`src/cell_balance_pkg.sv`:
```
package cell_balance_pkg;

  // bus geometry
  localparam int ADDR_W = 16;
  localparam int DATA_W = 32;
  localparam int BE_W = 4;
  localparam int IDX_W = 14;
  localparam int BYTE_SHIFT = 2;

  // timer register layout
  localparam int COUNT_W = 14;
  localparam int COUNT_LSB = 0;
  localparam int COUNT_MSB = 13;
  localparam int RSVD_LSB = 14;
  localparam int RSVD_MSB = 15;
  localparam int LOW_BYTE_MSB = 7;
  localparam int HIGH_BYTE_LSB = 8;
  localparam logic [COUNT_W-1:0] COUNT_RESET = 14'h0000;
  localparam logic [COUNT_W-1:0] countdown_finished_value = 14'h0000;
  localparam logic [COUNT_W-1:0] COUNT_MAX = 14'h3fff;
  localparam logic [COUNT_W-1:0] COUNT_STEP = 14'h0001;

  // timing
  localparam int TICK_PERIOD_S = 10;
  localparam int CLK_HZ = 10_000_000;
  localparam int TICK_CYCLES = TICK_PERIOD_S * CLK_HZ;
  localparam int MAX_BALANCE_S = 163830;

  // register indices; byte address is index shifted by BYTE_SHIFT
  localparam logic [IDX_W-1:0] TIMER_BASE_IDX = 14'h1020;
  localparam logic [IDX_W-1:0] BALANCE_TIMER_CH2_IDX = 14'h1022;
  localparam logic [IDX_W-1:0] BALANCE_TIMER_CH3_IDX = 14'h1023;
  localparam logic [IDX_W-1:0] BALANCE_TIMER_CH4_IDX = 14'h1024;
  localparam logic [IDX_W-1:0] BALANCE_CTRL_IDX = 14'h1030;
  localparam logic [IDX_W-1:0] BALANCE_STATUS_IDX = 14'h1031;

  // control register fields
  localparam int CTRL_GLOBAL_BIT = 0;
  localparam int CTRL_TIMER_MODE_BIT = 1;
  localparam int CTRL_CH_EN_LSB = 2;

  // status register fields
  localparam int STAT_ACTIVE_LSB = 0;
  localparam int STAT_FINISHED_LSB = 8;

  localparam logic [DATA_W-1:0] READ_ZERO = 32'h0000_0000;

  typedef struct packed {
    logic [ADDR_W-1:0] address;
    logic read;
    logic write;
    logic [DATA_W-1:0] writedata;
    logic [BE_W-1:0] byteenable;
  } avmm_req_t;

  typedef struct packed {
    logic [DATA_W-1:0] readdata;
    logic waitrequest;
  } avmm_rsp_t;

  typedef enum logic [1:0] {
    BUS_IDLE = 2'b01,
    BUS_ACK = 2'b10
  } bus_state_t;

endpackage : cell_balance_pkg

```
`src/balance_tick_gen.sv`:
```
`timescale 1ns/1ps
`default_nettype none

module balance_tick_gen
  import cell_balance_pkg::*;
#(
  parameter int TICK_CYCLES_P = TICK_CYCLES
) (
  input wire logic core_clk,
  input wire logic sys_rst,
  output logic tick
);

  localparam int CNT_W = (TICK_CYCLES_P > 1) ? $clog2(TICK_CYCLES_P) : 1;
  localparam logic [CNT_W-1:0] CNT_LAST = CNT_W'(TICK_CYCLES_P - 1);
  localparam logic [CNT_W-1:0] CNT_ONE = CNT_W'(1);

  typedef struct packed {
    logic [CNT_W-1:0] cnt;
    logic tick;
  } tick_state_t;

  tick_state_t st_r;
  tick_state_t st_nxt;

  generate
    if (TICK_CYCLES_P < 1) begin : g_bad_period
      $error("tick period must be at least one cycle");
    end
  endgenerate

  // one-cycle pulse every TICK_CYCLES_P clocks
  always_comb begin
    st_nxt = st_r;
    st_nxt.tick = 1'b0;
    if (st_r.cnt == CNT_LAST) begin
      st_nxt.cnt = '0;
      st_nxt.tick = 1'b1;
    end else begin
      st_nxt.cnt = st_r.cnt + CNT_ONE;
    end
  end

  always_ff @(posedge core_clk) begin
    if (sys_rst) begin
      st_r <= '0;
    end else begin
      st_r <= st_nxt;
    end
  end

  assign tick = st_r.tick;

endmodule : balance_tick_gen

`default_nettype wire

```
`src/cell_balance_timers.sv`:
```
`timescale 1ns/1ps
`default_nettype none

// What this block does
// - each channel owns a 14-bit read/write countdown in bits 13:0
// - reads return the live remaining count, not the written value
// - countdown stops at zero and never wraps
// - a zero count switches balancing off on that channel
// - count decrements only with global, timer mode and channel enable all set
// - one count unit equals ten seconds of balancing
// - full-scale count 3fff gives 163830 seconds
// - bits 15:14 are reserved, read-only, always zero
// - every count resets to zero, the finished state
// - channels 2, 3 and 4 sit at consecutive register indices
// - channel n sits at the series base index plus n
module cell_balance_timers
  import cell_balance_pkg::*;
#(
  parameter int FIRST_CH = 2,
  parameter int NUM_CH = 3,
  parameter int TICK_CYCLES_P = TICK_CYCLES
) (
  input wire logic core_clk,
  input wire logic sys_rst,
  input wire avmm_req_t avmm_req,
  output avmm_rsp_t avmm_rsp,
  output logic [NUM_CH-1:0] balance_allow,
  output logic [NUM_CH-1:0] balance_active
);

  localparam int CH_LIMIT = 6;
  localparam int MAX_SECONDS_CALC = int'(COUNT_MAX) * TICK_PERIOD_S;

  generate
    if (NUM_CH < 1 || NUM_CH > CH_LIMIT) begin : g_bad_count
      $error("channel count must lie between 1 and 6");
    end
    if (FIRST_CH < 0 || FIRST_CH + NUM_CH > 2 ** (IDX_W - 6)) begin : g_bad_first
      $error("channel numbering leaves the timer series");
    end
    if (MAX_SECONDS_CALC != MAX_BALANCE_S) begin : g_bad_scale
      $error("full-scale count does not match the longest balancing time");
    end
  endgenerate

  typedef struct packed {
    bus_state_t bus;
    logic [DATA_W-1:0] readdata;
    logic global_en;
    logic timer_mode_en;
    logic [NUM_CH-1:0] ch_en;
    logic [NUM_CH-1:0][COUNT_W-1:0] count;
    logic [NUM_CH-1:0] allow;
    logic [NUM_CH-1:0] active;
  } timer_state_t;

  timer_state_t st_r;
  timer_state_t st_nxt;

  logic tick;
  logic [IDX_W-1:0] req_idx;
  logic [NUM_CH-1:0] ch_hit;
  logic [NUM_CH-1:0] may_count;
  logic ctrl_hit;
  logic status_hit;
  logic timer_hit;

  balance_tick_gen #(
    .TICK_CYCLES_P(TICK_CYCLES_P)
  ) u_tick (
    .core_clk(core_clk),
    .sys_rst(sys_rst),
    .tick(tick)
  );

  // byte address to register index
  function automatic logic [IDX_W-1:0] addr_to_idx(input logic [ADDR_W-1:0] addr);
    addr_to_idx = addr[ADDR_W-1:BYTE_SHIFT];
  endfunction : addr_to_idx

  // index of timer channel n within the series
  function automatic logic [IDX_W-1:0] chan_idx(input int n);
    chan_idx = TIMER_BASE_IDX + IDX_W'(n);
  endfunction : chan_idx

  // timer word with reserved bits forced low
  function automatic logic [DATA_W-1:0] timer_word(input logic [COUNT_W-1:0] cnt);
    timer_word = READ_ZERO;
    timer_word[COUNT_MSB:COUNT_LSB] = cnt;
  endfunction : timer_word

  // byte-lane merge of a write into a count
  function automatic logic [COUNT_W-1:0] merge_count(
    input logic [COUNT_W-1:0] old_cnt,
    input logic [DATA_W-1:0] wdata,
    input logic [BE_W-1:0] be
  );
    merge_count = old_cnt;
    if (be[0]) begin
      merge_count[LOW_BYTE_MSB:COUNT_LSB] = wdata[LOW_BYTE_MSB:COUNT_LSB];
    end
    if (be[1]) begin
      merge_count[COUNT_MSB:HIGH_BYTE_LSB] = wdata[COUNT_MSB:HIGH_BYTE_LSB];
    end
  endfunction : merge_count

  assign req_idx = addr_to_idx(avmm_req.address);

  genvar gi;
  generate
    for (gi = 0; gi < NUM_CH; gi++) begin : g_decode
      assign ch_hit[gi] = (req_idx == chan_idx(FIRST_CH + gi));
      assign may_count[gi] = st_r.global_en & st_r.timer_mode_en & st_r.ch_en[gi];
    end
  endgenerate

  assign ctrl_hit = (req_idx == BALANCE_CTRL_IDX);
  assign status_hit = (req_idx == BALANCE_STATUS_IDX);
  assign timer_hit = |ch_hit;

  // read multiplexer for the word captured on acceptance
  function automatic logic [DATA_W-1:0] read_word(
    input timer_state_t s,
    input logic [NUM_CH-1:0] hits,
    input logic c_hit,
    input logic s_hit
  );
    read_word = READ_ZERO;
    for (int i = 0; i < NUM_CH; i++) begin
      if (hits[i]) begin
        read_word = timer_word(s.count[i]);
      end
    end
    if (c_hit) begin
      read_word[CTRL_GLOBAL_BIT] = s.global_en;
      read_word[CTRL_TIMER_MODE_BIT] = s.timer_mode_en;
      read_word[CTRL_CH_EN_LSB +: NUM_CH] = s.ch_en;
    end
    if (s_hit) begin
      read_word[STAT_ACTIVE_LSB +: NUM_CH] = s.active;
      read_word[STAT_FINISHED_LSB +: NUM_CH] = ~s.allow;
    end
  endfunction : read_word

  always_comb begin
    st_nxt = st_r;

    // countdown on the shared tick
    if (tick) begin
      for (int i = 0; i < NUM_CH; i++) begin
        if (may_count[i] && st_r.count[i] != countdown_finished_value) begin
          st_nxt.count[i] = st_r.count[i] - COUNT_STEP;
        end
      end
    end

    // bus slave: accept, then answer with waitrequest low for one cycle
    case (st_r.bus)
      BUS_IDLE: begin
        if (avmm_req.read || avmm_req.write) begin
          st_nxt.bus = BUS_ACK;
          if (avmm_req.read) begin
            st_nxt.readdata = read_word(st_r, ch_hit, ctrl_hit, status_hit);
          end else begin
            st_nxt.readdata = READ_ZERO;
          end
        end
      end
      BUS_ACK: begin
        st_nxt.bus = BUS_IDLE;
        if (avmm_req.write) begin
          for (int i = 0; i < NUM_CH; i++) begin
            if (ch_hit[i]) begin
              // a write wins over a tick in the same cycle
              st_nxt.count[i] = merge_count(st_r.count[i], avmm_req.writedata,
                                            avmm_req.byteenable);
            end
          end
          if (ctrl_hit && avmm_req.byteenable[0]) begin
            st_nxt.global_en = avmm_req.writedata[CTRL_GLOBAL_BIT];
            st_nxt.timer_mode_en = avmm_req.writedata[CTRL_TIMER_MODE_BIT];
            st_nxt.ch_en = avmm_req.writedata[CTRL_CH_EN_LSB +: NUM_CH];
          end
        end
      end
      default: begin
        st_nxt.bus = BUS_IDLE;
      end
    endcase

    // balancing permission follows the count that will stand
    for (int i = 0; i < NUM_CH; i++) begin
      st_nxt.allow[i] = (st_nxt.count[i] != countdown_finished_value);
      st_nxt.active[i] = st_nxt.allow[i] & st_nxt.global_en & st_nxt.timer_mode_en
                         & st_nxt.ch_en[i];
    end
  end

  always_ff @(posedge core_clk) begin
    if (sys_rst) begin
      st_r.bus <= BUS_IDLE;
      st_r.readdata <= READ_ZERO;
      st_r.global_en <= 1'b0;
      st_r.timer_mode_en <= 1'b0;
      st_r.ch_en <= '0;
      st_r.count <= {NUM_CH{COUNT_RESET}};
      st_r.allow <= '0;
      st_r.active <= '0;
    end else begin
      st_r <= st_nxt;
    end
  end

  assign avmm_rsp.waitrequest = (st_r.bus != BUS_ACK);
  assign avmm_rsp.readdata = st_r.readdata;
  assign balance_allow = st_r.allow;
  assign balance_active = st_r.active;

endmodule : cell_balance_timers

`default_nettype wire

```
`config.mk`:
```
export PLATFORM = sky130hd
export DESIGN_NAME = cell_balance_timers
export DESIGN_NICKNAME = d
export VERILOG_FILES = /design/src/cell_balance_pkg.sv /design/src/balance_tick_gen.sv /design/src/cell_balance_timers.sv
export SDC_FILE = /design/constraint.sdc
export NUM_CORES = 1
export LEC_CHECK = 0
export ABC_AREA = 1
export BUFFER_PORTS_ARGS = -buffer_cell sky130_fd_sc_hd__buf_2
export CORE_MARGIN = 2
export CORE_UTILIZATION = 50
export CTS_CLUSTER_SIZE = 30
export DETAILED_ROUTE_END_ITERATION = 6
export GPL_TIMING_DRIVEN = 0
export PLACE_DENSITY = 0.75
export SLEW_MARGIN = 0
export SYNTH_ARGS = -nofsm -noshare
export SYNTH_HDL_FRONTEND = slang
export SYNTH_HIERARCHICAL = 1
export SYNTH_SLANG_ARGS = --single-unit
```
`constraint.sdc`:
```
create_clock -name core_clk -period 5.4 [get_ports core_clk]
set_input_delay 0.27 -clock core_clk [delete_from_list [all_inputs] [get_ports core_clk]]
set_output_delay 0.27 -clock core_clk [all_outputs]
set_load 0.005 [all_outputs]
```
# Word level (Yosys, flattened, before mapping)
# Cells that the tools add are included.
# totals
out_inout_bits	39
reg_bits	115
elab_cells	78
input_bits	56
# classes
n_reduce_logical	14
bitwise	15
addsub	4
muxes	24
eq_ne	9
# ops
operator	count
2-to-1 mux 14 bit	7
2-to-1 mux 32 bit	3
2-to-1 mux 47 bit	2
nonzero test 14 bit	6
== test 14 x 13 -> 1 bit, second input constant	5
2-to-1 mux 42 bit	1
subtractor 14 x 1 -> 14 bit, second input constant	3
adder 27 x 1 -> 27 bit, second input constant	1
== test 27 bit, second input constant	1
2-to-1 mux 8 bit	3
2-to-1 mux 6 bit	3
AND 1 bit	13
2-to-1 mux 5 bit	2
2-to-1 mux 3 bit	2
logical AND 1 bit	4
OR reduction 2 bit	2
inverter 3 bit	1
== test 2 x 1 -> 1 bit, second input constant	1
== test 2 bit, second input constant	1
inequality test 2 bit, second input constant	1
AND reduction 2 bit	1
logical OR 1 bit	1
2-to-1 mux 1 bit	1
inverter 1 bit	1

# Longest topological paths before layout
# Gate-level depths: netlist (run 1).
# depth
ltp_word	12
mapped_depth	16
mapped_depth_nobuf	16

# Cells and area by module
# Netlist (run 1), hierarchy kept.
# modules_own_cells
mod	n_inst	seq_area_each_um2	area_per_inst_um2	cells_per_inst
cell_balance_timers	1	1381.3	5554.1	873
balance_tick_gen	1	560.5	1515.2	224

# Least setup slack after synthesis (run 1)
# Ideal clock, no wire load.
# synth_path
kind	register to register
start	register st_r[6] in the netlist's numbering
end	register st_r, in the netlist balance_allow[0]
required_ns	5.272
n_path_buf	1
setup_time_ns	0.128
slack_ns	3.577
t_arrival_ns	1.695
period_less_slack_ns	1.823
path_stages_with_launch	15
path_cell_list	dfxtp_1 > inv_1 > ha_1 > nand3_2 > nor2_4 > nand3_2 > buf_2 > nand4_1 > nand3_1 > nand2_1 > nand2_1 > nor2_1 > nand2_1 > nor2_2 > nor2_1
# synth_via
elab_chain_len	8
elab_cells_between_ends	10
classes_between	1 x add/sub; 6 x mux; 3 x reduce/logical
# synth_lines
element	line	rtl
start: declaration	cell_balance_timers.sv:57	timer_state_t st_r;
start signal: assignment	cell_balance_timers.sv:210	st_r <= st_nxt;
branches (longest 6 deep; another with subtractor 14 x 1 -> 14 bit)	--	
2-to-1 mux 47 bit (*)	cell_balance_timers.sv:158	case (st_r.bus)
nonzero test 14 bit (*)	cell_balance_timers.sv:193	st_nxt.allow[i] = (st_nxt.count[i] != countdown_finished_value);
# Every way passes the cells marked *.
# A chain may end at the register's enable or synchronous reset.

# Worst setup path after layout (run 1)
# layout_path
start	register st_r[86] in the netlist's numbering
end	register st_r, in the netlist balance_allow[1]
# layout_via
elab_chain_len	3
# layout_lines
element	line
== test 2 bit	cell_balance_timers.sv:158
2-to-1 mux 47 bit	cell_balance_timers.sv:158
nonzero test 14 bit	cell_balance_timers.sv:193
# Every way passes these cells.

==> results.yml, run 1 <==
worst_hold_path:
  hp-start: "sys_rst"
  worstHoldPathType: "in -> reg"
  holdPathStages: 2
  hold_end: "u_tick/tick$_SDFF_PP0_"
clocking:
  postCtsSetupBuffers: 0
  clkSlewWorstSetupHoldPaths_ns: 0.07
  cts_tree: "done"
  cts_hold_buf: 0
  clock_sinks: 97
  clock-root-buffer: "clkbuf_16"
  clk_path_buf_depth: 2
  insertion_delay_ns: 0.36
  h-tree-depth: 3
  numCtsBuffers: 9
  postCtsResizedCells: 0
final_layout:
  layout-drive-gt1-share_pct: 18.0
  fin_cells: 1362
  fin_area_um2: 7920
  post-route-util_pct: 57.3
  fin_nets: 1237
  antenna_cells: 0
  area_growth_pct: 12.0
floorplanning:
  fp.dieW_um: 123
  die-area_um2: 15100
  num_rows: 43
  die_y_um: 123
  coreArea_um2: 13800
  ioPinCount: 95
  start_util_pct: 51.1
yosys:
  synth_edf_count: 0
  synth_ff_type: "dfxtp_1"
  yosysWarnings: 6
  synth.avg_cell_area_um2: 6.44
  synth_seq_cells: 97
  synth-seq-area-share_pct: 27.5
  syn_inst: 1097
  netlist-cell-type-count: 46
  async_flop_share_pct: 0
  synth_area_um2: 7070
worst_setup_path:
  crit_type: "reg -> reg"
  rr_endpoint: "balance_allow[1]$_SDFF_PP0_"
  endpoint_kind: "register"
  rrSetupSlack_ns: 3.08
  startpoint_type: "register"
  cp_max_fo: 7
  arrival_ns: 2.55
  reg2reg_depth: 11
  worstPathRequired_ns: 5.63
  r2r-start: "st_r[86]$_SDFFE_PP0P_"
sta:
  whs_ns: 0.0946
  tightest_slew_ns: 0.683
  fin_setup_tns_ns: 0
  slew_headroom_pct: 54.5
  worst_clock_skew_ns: 0.00606
  fmax_ghz: 0.431
  min_period_over_period_pct: 43.0
  finalSetupViolCount: 0
  drv_slew: 0
  rsz0062_at_grt: "no"
  hold_viol: 0
  post-route-min-period_ns: 2.32
  layout_setup_ws_ns: 3.08
global_routing:
  gr-total-overflow: 0
  grt_pass1_vias: 6442
  grt_start_max_net_pins: 18
  antenna_found_initial: 0
  grt_util_all_layers_pct: 29.0
  grt_pass1_wl_mm: 33.5
placed_design:
  globalplace.congestion: 1.01
  dp.final_hpwl_mm: 16.8
  place_area_um2: 7620
  dp.cells: 1346
  io_buffers: 52
  pre_cts_ws_ns: 3.10
route:
  drtIter0Drc: 864
  drcViolationCount: 0
  drtAntennaViolNets: 0
  via_count: 7365
  first_pass_iters: 5
  wirelength_mm: 21.4
  viasPerCell: 5.41
  wl_per_cell_um: 15.7
pwr:
  p_total_mw: 1.50
  ir_worst_vdd_uv: 144
  p_leak_nw: 3.70
  powerDensity_nw_per_um2: 189
run:
  drv_cap: 0
status:
  outcome: "finished, final reports clean"
## cell usage after synthesis, drive strengths merged, types with 4 or more instances
cell type | count | area, um2
nand2 | 298 | 1170
buf | 57 | 452
dfxtp | 97 | 1940
nand3 | 107 | 618
xor2 | 6 | 52.6
a21oi | 40 | 204
o221ai | 11 | 96.3
o21ai | 22 | 110
clkbuf | 16 | 60.1
inv | 121 | 454
nand4 | 36 | 262
nor2 | 205 | 1030
ha | 4 | 50.1
xnor2 | 8 | 70.1
nor3 | 5 | 36.3
o211ai | 33 | 253
o22ai | 11 | 68.8
## per-layer routing
metal  global-route usage, %  wire length [um]  vias to the layer above
li1                        -                 -                     3666
met1                    38.9              9180                     3299
met2                    45.8              9610                      344
met3                    4.61              1850                       56
met4                    13.5               795                        0
met5                       0                 0                        -
## area by class of cell
| type | count | area [um2] |
|---|---|---|
| fillers | 1391 | 5910 |
| well taps | 180 | 225 |
| clock buffers | 9 | 225 |
| flip-flops and latches | 97 | 1940 |
| multi-input cells | 820 | 4210 |
| plain buffers | 73 | 512 |
| inverters | 124 | 465 |
| clock inverters | 7 | 76.3 |
| repair buffers | 52 | 260 |
## state kept, by name (all words and copies together) (netlist names)
| signal | flops |
|---|---|
| balance_allow | 3 |
| balance_active | 3 |
| u_tick/tick | 1 |
| u_tick/st_r | 27 |
| avmm_rsp | 14 |
| st_r | 49 |
## critical path, stage by stage, from the launching register on
cell and delay (ns):
dfxtp_1 0.31, inv_1 0.06, nor2_4 0.18, inv_1 0.17, a21oi_1 0.46, o21ai_0 0.17, o21ai_1 0.23, nand2_1 0.08
nor2_1 0.14, nand3_1 0.12, nor2_2 0.20, nor2_1 0.07
## power by group
group	internal, mW	switching (mW)
logic	0.0334	0.0729
registers	0.718	0.00264
clock network	0.364	0.308
total	1.12	0.383
## cells by family after synthesis
| kind of cell | synth area share (%) |
|---|---|
| AO/OA/AOI/OAI | 11.2 |
| XOR/XNOR | 1.73 |
| adder cells (fa/ha/maj) | 0.708 |
| buffers and inverters | 13.8 |
| flip-flops | 27.5 |
| multiplexers | 0.283 |
| other | 0.0530 |
| AND/OR/NAND/NOR | 44.8 |
## how the worst max path moves through the flow
stage | slack (ns) | from | cells past startpoint | endpoint
global route | 2.91 | st_r[86]$_SDFFE_PP0P_ | 11 | balance_allow[1]$_SDFF_PP0_
finish | 3.08 | st_r[86]$_SDFFE_PP0P_ | 11 | balance_allow[1]$_SDFF_PP0_
CTS | 3.16 | st_r[20]$_SDFF_PP0_ | 14 | balance_allow[1]$_SDFF_PP0_
detailed placement | 3.10 | avmm_req[1] | 10 | balance_allow[1]$_SDFF_PP0_
floorplan | 3.58 | st_r[6]$_SDFF_PP0_ | 14 | balance_allow[0]$_SDFF_PP0_
global placement | 3.18 | avmm_req[1] | 10 | balance_allow[1]$_SDFF_PP0_
## placed cells by master (no fill, tap or decap), types with 3 or more instances in the layout
cell	Yosys	routed
nand2_1	284	284
nor2_1	162	162
inv_1	109	109
dfxtp_1	97	97
nand3_1	95	95
buf_2	6	58
buf_4	41	41
a21oi_1	39	39
nand4_1	33	33
o211ai_1	32	32
nor2_2	25	25
o21ai_0	21	21
conb_1	1	18
clkbuf_1	16	16
inv_2	12	12
nor2_4	11	11
o221ai_1	11	11
o22ai_1	11	11
nand2_2	10	10
nand3_2	9	9
clkbuf_16	0	9
buf_6	8	8
xnor2_1	8	8
nor2_8	7	7
xor2_1	6	6
nor3_1	4	4
nand2_4	4	4
ha_1	4	4
nand3_4	3	3
clkinv_1	3	3
and2_1	3	3
a21o_1	3	3
Power figures use the tool's default switching activity.
==> run 2: changes to the inputs <==
Settings changed: ABC_AREA 1 to 0.
Clock period 5.4 ns to 2.3 ns, I/O delays scaled along.
==> run 2 against run 1 <==
- the run now ends with negative setup slack left
- die area fell by 11%
- wire length up 2.0%
- clock power grew 140%
- cell count down 19%
- largest cell class unchanged
- highest routed layer unchanged
==> results.yml, run 2 <==
yosys:
  synth.top_cell.area_share_pct: 31.0
  synthAdderAreaFrac_pct: 0.800
  synthSimpleGateAreaFrac_pct: 34.0
  synth-seq-area-share_pct: 31.0
  syn_inst: 801
  synth_ff_type: "dfxtp_1"
  synthXorXnorAreaFrac_pct: 1.54
  yosysWarnings: 6
  async_flop_share_pct: 0
  synth_common_cells: "103 x nor2_1, 97 x dfxtp_1, 54 x nand2_1"
  synth_top_family_by_area: "simple AND/OR/NAND/NOR gates"
  synth_compound_area_share_pct: 21.4
  synth_edf_count: 0
  yosysMostFrequentCell: "nor2_1"
  muxShareOfSynthArea_pct: 2.92
  synth_seq_cells: 97
  synth.avg_cell_area_um2: 7.81
  yosys.area.top_type: "dfxtp_1"
  synth_area_leaders: "dfxtp_1 31%, nor2_1 6.2%, buf_4 4.6%, a21oi_1 3.5%, nand3_1 3.4%"
  synth_area_um2: 6260
  netlist-cell-type-count: 86
placed_design:
  pre_cts_ws_ns: -0.879
  dp.final_hpwl_mm: 15.6
  io_buffers: 52
  globalplace.congestion: 0.980
sta:
  drv_slew: 0
  fmax_ghz: 0.337
  rsz0062_at_grt: "yes"
  hold_viol: 0
  worst_clock_skew_ns: 0.0120
  slew_headroom_pct: 38.5
  finalSetupViolCount: 9
  tightest_slew_ns: 0.916
  layout_setup_ws_ns: -0.668
  min_period_over_period_pct: 129
  post-route-min-period_ns: 2.97
worst_setup_path:
  path_delay_family: "simple AND/OR/NAND/NOR gates"
  critPathMaxStageDelay_ns: 0.59
  crit_chain: "or4_4 -> nor4_4 -> buf_4 -> buf_4 -> nor4_2 -> nor3b_1 -> a221o_1 -> a2111oi_4 -> nand4_1 -> and3_4"
  crit_slowest_cell: "or4_4"
  cp_max_fo: 6
  rrSetupSlack_ns: -0.67
  cpMostUsedCell: "buf_4"
  endpoint_kind: "register"
  cp_num_buf_inv: 2
  startpoint_type: "register"
  arrival_ns: 3.23
  worstPathRequired_ns: 2.56
  crit_type: "reg -> reg"
clocking:
  cts_tree: "done"
  clk_path_buf_depth: 2
  clock-root-buffer: "clkbuf_16"
  numCtsBuffers: 9
  clock_sinks: 97
  h-tree-depth: 3
  clkSlewWorstSetupHoldPaths_ns: 0.08
  insertion_delay_ns: 0.36
pwr:
  p_leak_nw: 3.04
  p_sw_share_pct: 25.4
  ir_worst_vdd_uv: 282
  powerDensity_nw_per_um2: 448
  combPwrFrac_pct: 7.0
  internal-power_mw: 2.67
  p_clk_share_pct: 45.7
  seqPwrFrac_pct: 47.2
  p_total_mw: 3.58
  power_switching_uw: 908
global_routing:
  grt_pass1_vias: 6216
  grt_pass1_wl_mm: 32.9
  antenna_found_initial: 0
  gr-total-overflow: 0
  grt_util_all_layers_pct: 31.8
  grt_start_max_net_pins: 19
floorplanning:
  num_rows: 40
  coreArea_um2: 12100
  fp.dieW_um: 116
  die-area_um2: 13400
  start_util_pct: 51.7
  ioPinCount: 95
  die_y_um: 116
route:
  viasPerCell: 6.35
  drtIter0Drc: 769
  drcViolationCount: 0
  drtAntennaViolNets: 0
  first_pass_iters: 5
  wl_per_cell_um: 19.9
  via_count: 6990
  wirelength_mm: 21.9
final_layout:
  largest_reg_flops: 49
  area_growth_pct: 27.7
  layout-drive-gt1-share_pct: 30.8
  layout_common_cells: "98 x nor2_1, 88 x buf_4, 73 x dfxtp_1, 55 x buf_2, 52 x nand2_1"
  mostFrequentLayoutCell: "nor2_1"
  top_register: "st_r"
  antenna_cells: 0
  fin_nets: 987
worst_hold_path:
  worstHoldPathType: "in -> reg"
run:
  drv_cap: 0
status:
  outcome: "complete, but fails checks"
  violations: "negative setup slack"
[run 2: power groups by stage]
stage | registers [mW] | clock network, mW | logic, mW
floorplan | 1.73 | 0 | 0.130
global placement | 1.74 | 0 | 0.228
detailed placement | 1.74 | 0 | 0.231
CTS | 1.69 | 1.63 | 0.237
global route | 1.69 | 1.70 | 0.263
finish | 1.69 | 1.64 | 0.251
[run 2: repair_timing]
| item | in CTS | in global routing |
|---|---|---|
| buffers inserted | 24 | 26 |
| gates resized for setup | 73 | 57 |
| endpoints found under the setup margin | 26 | 26 |
| hold endpoints to repair | 2 | 0 |
| pin swaps | 30 | 33 |
| hold buffers | 1 | 0 |
[run 2: area by class of cell]
class	instances	area (um2)
buffer	69	455
clock buffer	10	239
clock inverter	6	78.8
fill	1033	4120
inverter	19	73.8
multi-input combinational	628	4300
sequential	97	1990
tap	168	210
timing repair buffer	103	649
[run 2: per-stage QoR]
stage | std cells | hold slack [ns] | TNS [ns] | utilization, % | cell area, um2
6_report | 1100 | 0.150 | -2.52 | 66.0 | 7990
5_1_grt | 1100 | 0.134 | -2.95 | 66.0 | 7990
4_1_cts | 1077 | 0.137 | -2.45 | 62.8 | 7600
3_5_place_dp | 1038 | 0.351 | -10.53 | 56.3 | 6820
3_3_place_gp | 1038 | 0.346 | -9.62 | 56.3 | 6820
2_1_floorplan | 818 | 0.187 | -0.301 | - | 6350
[run 2: final timing paths]
path | startpoint | to | depth (start not counted)
max | st_r[30]$_SDFF_PP0_ | balance_active[1]$_SDFF_PP0_ | 10
min | avmm_req[11] | st_r[41]$_SDFF_PP0_ | 3
max reg2reg | st_r[30]$_SDFF_PP0_ | balance_active[1]$_SDFF_PP0_ | 10
min reg2reg | avmm_rsp[3]$_SDFFE_PP0P_ | avmm_rsp[3]$_SDFFE_PP0P_ | 2
[run 2: per-layer routing]
metal | vias to the layer above | GRT usage, % | part of all wire [%]
met5 | - | 0 | 0
met4 | 0 | 21.3 | 7.1
met3 | 109 | 5.65 | 10
met2 | 462 | 50.3 | 44
met1 | 3208 | 39.8 | 38
li1 | 3211 | - | -
[run 2: kinds of logic (layout without fill, tap and decap cells)]
| family | count (synthesis) | in the layout |
|---|---|---|
| AOI/OAI and AO/OA | 194 | 194 |
| xor gates and xnor gates | 11 | 11 |
| adders and majority gates | 4 | 4 |
| buffers and inverters | 93 | 207 |
| DFF | 97 | 97 |
| muxes | 18 | 18 |
| other | 1 | 18 |
| and+or+nand+nor | 383 | 383 |
[run 2: worst register-to-register path: cells and delay by family, from the launching register on]
kind	cells	cell delay, ns
DFF	1	0.36
buffers and inverters	2	0.31
AOI/OAI and AO/OA	2	0.55
and+or+nand+nor	6	1.65
